$ cat config.mk
export PLATFORM = sky130hd
export DESIGN_NAME = adbc_top
export DESIGN_NICKNAME = d
export VERILOG_FILES = /design/src/adbc_pkg.sv /design/src/adbc_top.sv /design/src/adbc_chan.sv
export SDC_FILE = /design/constraint.sdc
export NUM_CORES = 1
export LEC_CHECK = 0
export CAP_MARGIN = 20
export CORE_MARGIN = 4
export CORE_UTILIZATION = 45
export DETAILED_ROUTE_END_ITERATION = 7
export DONT_BUFFER_PORTS = 1
export PLACE_DENSITY = 0.59
export REMOVE_ABC_BUFFERS = 1
export SLEW_MARGIN = 10
export SYNTH_ARGS = -nofsm -noshare
export SYNTH_HDL_FRONTEND = slang
export SYNTH_SLANG_ARGS = --single-unit
$ cat constraint.sdc
create_clock -name i_clk -period 2.6 [get_ports i_clk]
set_clock_uncertainty 0.2 [all_clocks]
set_input_delay 0.13 -clock i_clk [delete_from_list [all_inputs] [get_ports i_clk]]
set_output_delay 0.13 -clock i_clk [all_outputs]
set_load 0.05 [all_outputs]
$ cat src/adbc_pkg.sv
package adbc_pkg;
    // register location and layout
    localparam logic [7:0] CTRL_ADDR      = 8'hD8;
    localparam logic [7:0] CTRL_RESET     = 8'h00;
    localparam int         BIT_ENABLE     = 7;
    localparam int         BIT_COMPLETE   = 6;
    localparam int         BIT_MODE       = 5;
    localparam int         BIT_ERR1       = 4;
    localparam int         BIT_ERR0       = 3;
    localparam int         BIT_WARN_EN    = 2;
    localparam int         BIT_WARN1      = 1;
    localparam int         BIT_WARN0      = 0;
    localparam int         DATA_W         = 16;
    localparam int         ADDR_W         = 16;
    localparam logic [1:0] ADDR_STEP      = 2'h2;

    typedef enum logic [0:0] {
        ADBC_MODE_0 = 1'b0,
        ADBC_MODE_1 = 1'b1
    } adbc_mode_t;

    typedef struct packed {
        logic              wr;
        logic              rd;
        logic [7:0]        addr;
        logic [7:0]        wdata;
    } adbc_sfr_t;

    typedef struct packed {
        logic              req;
        logic [ADDR_W-1:0] addr;
        logic [DATA_W-1:0] data;
    } adbc_mem_t;
endpackage

$ cat src/adbc_top.sv
// Overview of operation
// - each converter path: data register, one-word buffer, then data memory.
// - finished result copied to empty buffer at once.
// - full buffer written to memory in first granted cycle with no write issued the cycle before; buffer 0 wins when both full.
// - no new result enters buffer before old contents are written.
// - conversion done while buffer full sets that converter's warning flag.
// - second result overwrites data register and sets overflow error flag.
// - mode bit 0 selects mode 0, 1 selects mode 1.
// - converter-1 error flag reads 1 after loss until software writes 0.
// - converter-0 error flag reads 1 after loss until software writes 0.
// - warning flags read 1 after warning until software clears them.
// - completion flag set when operations finish and unit returns idle.
// - warnings cause interrupt only while warning enable set.
// - interrupt request raised whenever an enabled flag condition occurs.
`timescale 1ns/1ps
`default_nettype none
module adbc_top (
    // clock and reset
    input  wire logic                          i_clk,
    input  wire logic                          i_rst,
    // special function register port
    input  wire adbc_pkg::adbc_sfr_t           i_sfr,
    output logic [7:0]                         o_sfr_rdata,
    // converter results
    input  wire logic                          i_conv0_ready,
    input  wire logic [adbc_pkg::DATA_W-1:0]   i_conv0_data,
    input  wire logic                          i_conv1_ready,
    input  wire logic [adbc_pkg::DATA_W-1:0]   i_conv1_data,
    // sequencer status and memory address
    input  wire logic                          i_ops_done,
    input  wire logic [adbc_pkg::ADDR_W-1:0]   i_start_addr,
    // data memory write port
    input  wire logic                          i_mem_grant,
    output adbc_pkg::adbc_mem_t                o_mem,
    // status
    output logic                               o_busy,
    output adbc_pkg::adbc_mode_t               o_mode,
    output logic                               o_irq
);
    logic [7:0]                       ctrl_reg;
    logic [7:0]                       ctrl_next;
    logic                             busy_reg;
    logic [adbc_pkg::ADDR_W-1:0]      addr_reg;
    logic                             pend_reg;
    logic                             sel_reg;
    adbc_pkg::adbc_mem_t              mem_reg;
    logic [7:0]                       rdata_reg;
    logic                             irq_reg;

    logic [1:0]                       ready;
    logic [1:0]                       full;
    logic [1:0]                       taken;
    logic [1:0]                       warn;
    logic [1:0]                       err;
    logic [adbc_pkg::DATA_W-1:0]      bufd [2];

    assign ready = {i_conv1_ready, i_conv0_ready};

    genvar g;
    generate
        for (g = 0; g < 2; g++) begin : g_chan
            adbc_chan u_chan (
                .i_clk   (i_clk),
                .i_rst   (i_rst),
                .i_run   (busy_reg),
                .i_ready (ready[g]),
                .i_data  ((g == 0) ? i_conv0_data : i_conv1_data),
                .i_taken (taken[g]),
                .o_full  (full[g]),
                .o_buf   (bufd[g]),
                .o_warn  (warn[g]),
                .o_err   (err[g])
            );
        end
    endgenerate

    // memory arbitration between the two buffers
    wire issue     = busy_reg && i_mem_grant && (full != 2'b00) && !pend_reg;
    wire pick      = full[0] ? 1'b0 : 1'b1;
    assign taken   = issue ? (pick ? 2'b10 : 2'b01) : 2'b00;

    // register decode
    wire ctrl_hit  = i_sfr.wr && (i_sfr.addr == adbc_pkg::CTRL_ADDR);
    wire start     = ctrl_hit && i_sfr.wdata[adbc_pkg::BIT_ENABLE] && !busy_reg;
    wire stop      = ctrl_hit && !i_sfr.wdata[adbc_pkg::BIT_ENABLE];
    wire finish    = busy_reg && i_ops_done && (full == 2'b00) && !pend_reg;
    wire warn_irq  = ctrl_reg[adbc_pkg::BIT_WARN_EN] &&
                     (ctrl_reg[adbc_pkg::BIT_WARN1] || ctrl_reg[adbc_pkg::BIT_WARN0]);
    wire irq_next  = ctrl_reg[adbc_pkg::BIT_COMPLETE] || ctrl_reg[adbc_pkg::BIT_ERR1] ||
                     ctrl_reg[adbc_pkg::BIT_ERR0] || warn_irq;

    always_comb begin
        ctrl_next = ctrl_reg;
        if (ctrl_hit) begin
            ctrl_next = i_sfr.wdata;
        end
        ctrl_next[adbc_pkg::BIT_ENABLE] = (busy_reg || start) && !stop && !finish;
        if (finish) begin
            ctrl_next[adbc_pkg::BIT_COMPLETE] = 1'b1;
        end
        if (err[1]) begin
            ctrl_next[adbc_pkg::BIT_ERR1] = 1'b1;
        end
        if (err[0]) begin
            ctrl_next[adbc_pkg::BIT_ERR0] = 1'b1;
        end
        if (warn[1]) begin
            ctrl_next[adbc_pkg::BIT_WARN1] = 1'b1;
        end
        if (warn[0]) begin
            ctrl_next[adbc_pkg::BIT_WARN0] = 1'b1;
        end
    end

    always_ff @(posedge i_clk) begin
        if (i_rst) begin
            ctrl_reg <= adbc_pkg::CTRL_RESET;
            busy_reg <= 1'b0;
        end else begin
            ctrl_reg <= ctrl_next;
            busy_reg <= ctrl_next[adbc_pkg::BIT_ENABLE];
        end
    end

    // memory write port
    always_ff @(posedge i_clk) begin
        if (i_rst) begin
            mem_reg  <= '0;
            addr_reg <= '0;
            pend_reg <= 1'b0;
            sel_reg  <= 1'b0;
        end else begin
            pend_reg    <= issue;
            sel_reg     <= pick;
            mem_reg.req <= issue;
            if (issue) begin
                mem_reg.addr <= addr_reg;
                mem_reg.data <= bufd[pick];
                addr_reg     <= addr_reg + adbc_pkg::ADDR_W'(adbc_pkg::ADDR_STEP);
            end
            if (start) begin
                addr_reg <= i_start_addr;
            end
        end
    end

    // readback and outputs
    always_ff @(posedge i_clk) begin
        if (i_rst) begin
            rdata_reg <= '0;
            irq_reg   <= 1'b0;
        end else begin
            rdata_reg <= (i_sfr.rd && i_sfr.addr == adbc_pkg::CTRL_ADDR) ? ctrl_reg : 8'h00;
            irq_reg   <= irq_next;
        end
    end

    assign o_sfr_rdata = rdata_reg;
    assign o_mem       = mem_reg;
    assign o_busy      = busy_reg;
    assign o_mode      = adbc_pkg::adbc_mode_t'(ctrl_reg[adbc_pkg::BIT_MODE]);
    assign o_irq       = irq_reg;
endmodule
`default_nettype wire

$ cat src/adbc_chan.sv
`timescale 1ns/1ps
`default_nettype none
module adbc_chan (
    // clock and reset
    input  wire logic                         i_clk,
    input  wire logic                         i_rst,
    // converter side
    input  wire logic                         i_run,
    input  wire logic                         i_ready,
    input  wire logic [adbc_pkg::DATA_W-1:0]  i_data,
    // memory side
    input  wire logic                         i_taken,
    output logic                              o_full,
    output logic [adbc_pkg::DATA_W-1:0]       o_buf,
    // events
    output logic                              o_warn,
    output logic                              o_err
);
    logic [adbc_pkg::DATA_W-1:0] hold_reg;
    logic                        hold_valid_reg;
    logic [adbc_pkg::DATA_W-1:0] buf_reg;
    logic                        full_reg;

    wire buf_free   = !full_reg || i_taken;
    // a held word goes first so words reach memory in order
    wire load_new   = i_run && i_ready && buf_free && !hold_valid_reg;
    wire load_hold  = i_run && hold_valid_reg && buf_free;
    wire park       = i_run && i_ready && (!buf_free || hold_valid_reg);
    wire lose       = park && hold_valid_reg && !load_hold;

    always_ff @(posedge i_clk) begin
        if (i_rst) begin
            hold_reg       <= '0;
            hold_valid_reg <= 1'b0;
            buf_reg        <= '0;
            full_reg       <= 1'b0;
            o_warn         <= 1'b0;
            o_err          <= 1'b0;
        end else begin
            if (load_new) begin
                buf_reg <= i_data;
            end else if (load_hold) begin
                buf_reg <= hold_reg;
            end
            if (load_new || load_hold) begin
                full_reg <= 1'b1;
            end else if (i_taken || !i_run) begin
                full_reg <= 1'b0;
            end
            if (park) begin
                hold_reg <= i_data;
            end
            hold_valid_reg <= i_run && (park || (hold_valid_reg && !load_hold));
            o_warn <= park;
            o_err  <= lose;
        end
    end

    assign o_full = full_reg;
    assign o_buf  = buf_reg;
endmodule
`default_nettype wire

==> results.py <==
metrics = {
    "run_status": {
        "result_of_the_run": "finished, final reports clean",
    },
    "sta": {
        "grt_setup_unrepaired": "false",
        "totalNegativeSetupSlack_ns": 0,
        "maxSlewHeadroom_pct": 32.03,
        "fmax_mhz": 409.6,
        "finalSetupViolations": 0,
        "fin_hold_ws_ns": 0.03171,
        "hold_viol_final": 0,
        "finalCriticalPeriod_ns": 2.441,
        "timing_max_transition_violations_final": 0,
        "period_share_pct": 93.89,
        "tightestPinTransition_ns": 1.020,
    },
    "grt": {
        "grt_max_degree": 128,
        "grt_first_pass_wirelength_mm": 23.57,
        "grt_antenna_before_repair": 0,
        "grt.overflow.total": 0,
        "grt_util_all_layers_pct": 20.80,
        "number_of_global_route_vias_before_repair": 4713,
    },
    "finish": {
        "multi_input_area_sq_mm": 0.002599,
        "antenna_cells_inserted": 0,
        "register_area_sq_mm": 0.002769,
        "finish.utilization_pct": 60.03,
        "finish.net_count": 766,
        "final_layout_size_suffix_gt1_share_pct": 9.504,
        "largest_reg_flops": 33,
        "finalInstanceArea_sq_mm": 0.007241,
        "filler_cells_inserted": 1053,
        "layout-area-overhead-vs-synth_pct": 30.22,
    },
    "clock_tree": {
        "clock_edge_transition_at_the_registers_on_the_reported_setup_and_hold_paths_ns": 0.06,
        "clock_tree.buffer_depth": 2,
        "cts_tree": "yes",
        "h-tree-depth": 4,
        "cts_inserted_buffers": 17,
        "ctsRootBufferMaster": "clkbuf_16",
        "clk-insertion-delay-late_ns": 0.42,
        "numClockSinks": 138,
    },
    "flow_run": {
        "max_cap_violations": 0,
    },
    "worst_setup_path": {
        "crit_slowest_cell": "dlygate4sd3_1",
        "start_kind": "flip-flop",
        "crit_arrival_ns": 2.60,
        "cp-end-kind": "flip-flop",
        "crit_fanout": 7,
        "cp_cell_sequence": "nand3b_1 -> buf_6 -> nor4_4 -> buf_4 -> nor3_2 -> a2111oi_2 -> dlygate4sd3_1",
        "timing_worst_setup_path_type": "flip-flop to flip-flop",
        "critPathRequiredTime_ns": 2.76,
        "critical_path.max_stage_delay_ns": 0.59,
    },
    "floorplanning": {
        "chip_height_um": 119.2,
        "die_width_um": 119.2,
        "design.core.area_sq_mm": 0.01206,
        "floorplan.io_pins": 116,
        "rows": 40,
        "die-area_sq_mm": 0.01420,
        "initial_utilization_pct": 46.10,
    },
    "detailed_routing": {
        "drt_pre_antenna_iters": 4,
        "topRoutingLayerUsed": "met4",
        "drc_errors": 0,
        "met3RoutedLength_mm": 1.068,
        "met2RoutedLength_mm": 6.893,
        "dr.first_iter.drc_count": 376,
        "postRouteWirelength_mm": 14.28,
        "avgRoutedWirePerCell_um": 16.36,
        "met1_length_mm": 6.156,
        "antenna_nets_post_route": 0,
        "routed_via_density": 5.369,
        "dr_total_vias": 4687,
    },
    "synthesis": {
        "synth-warning-count": 0,
        "yosys-top-cells-area": "dfxtp_1 (50%), mux2i_1 (7.2%), nand2_1 (5.2%), nor2_1 (4.8%), a21oi_1 (4.1%)",
        "synth_flop_type": "dfxtp_1",
        "netlist_area_sq_mm": 0.005560,
        "ys_seq_elements": 138,
        "async_flop_share_pct": 0,
        "synth.most_common_cell": "dfxtp_1",
        "syn-mean-instance-area_sq_um": 9.175,
        "synth.yosys.seq_area_share_pct": 49.68,
        "ys_top_cells_by_count": "dfxtp_1 (138), nand2_1 (77), nor2_1 (71), a21oi_1 (46), mux2i_1 (40)",
        "number_of_flops_mapped_to_enable_cells_by_yosys": 0,
        "netlist-cell-type-count": 47,
        "post-synth-top-area-cell": "dfxtp_1",
        "post_synth_inst_count": 606,
        "synth_largest_type_area_fraction_pct": 49.68,
    },
    "power": {
        "power_per_cell_area_mw_per_mm2": 630.6,
        "vdd.ir_drop.worst_mv": 0.3890,
        "power.leakage_nw": 2.593,
        "totalPowerFinal_mw": 4.566,
    },
    "placed_design": {
        "placement.io_buffers": 0,
        "detailed_place_hpwl_mm": 8.573,
        "place.gp.congestion": 0.7706,
        "place_area_sq_mm": 0.005719,
    },
    "min_path": {
        "worst_hold_path_type": "primary input to flip-flop",
    },
}
critical path: cells and delay by family, from the launching register on:
kind                   cells  cell delay, ns
AND/OR/NAND/NOR            3            0.57
flip-flops                 1            0.30
buffers and inverters      3            0.98
AO/OA/AOI/OAI              1            0.33
per-stage QoR:
stage	cells	setup slack, ns
2_1_floorplan	563	-0.7951
5_1_grt	873	0.002880
3_3_place_gp	748	0.5001
3_5_place_dp	748	0.4001
6_report	873	0.1587
4_1_cts	866	0.03082
report_power, final:
group,internal (mW),switching (mW)
logic,0.0843,0.0685
clock network,1.45,0.849
registers,2.12,0.000830
what timing repair did:
| action | CTS | global route |
|---|---|---|
| setup endpoints to repair | 0 | 8 |
| hold endpoints to repair | 138 | 0 |
| hold buffers | 87 | 0 |
| setup buffers | 0 | 8 |
| gates resized for setup | 0 | 8 |
logic make-up after synthesis:
kind of cell,after synthesis,share of synthesized area (%)
flip-flops,138,49.68
adder cells (fa/ha/maj),1,0.2250
multiplexers,40,7.201
buffers and inverters,51,3.870
XOR/XNOR,8,1.260
AND/OR/NAND/NOR,227,20.07
AO/OA/AOI/OAI,141,17.69
metal layers:
layer / GRT usage (%) / vias to the layer above
met4: 6.517 / 0
met5: 0 / -
met2: 34.65 / 119
met3: 7.882 / 11
met1: 24.79 / 2254
li1: - / 2303
final cells by class:
type                       instances  share of cell area [%]
sequential                       138                   38.24
multi-input combinational        417                   35.89
timing repair buffer             111                   14.77
clock buffer                      23                   6.463
tap                              168                   2.903
clock inverter                     8                   1.313
inverter                           8                  0.4147
cells in the final DEF, fill, tap and decap left out, types with 17 or more instances in the layout:
cell type,netlist,final
clkbuf_16,0,17
a211oi_1,25,25
a21oi_1,46,45
dlygate4sd3_1,0,85
mux2i_1,40,40
dfxtp_1,138,135
buf_4,3,24
nand2b_1,34,34
nor2_1,71,70
nand2_1,77,77
final timing paths:
check                                        startpoint              to  slack [ns]  cells after the start
worst max register to register                o_mem[32]     addr_reg[8]        0.16                      7
worst max-delay path                          o_mem[32]     addr_reg[8]        0.16                      7
worst min register to register  g_chan[1].u_chan.o_warn     ctrl_reg[1]        0.23                      2
worst min-delay path                          i_sfr[10]  o_sfr_rdata[7]        0.03                      4
(Power assumes the default switching activity.)
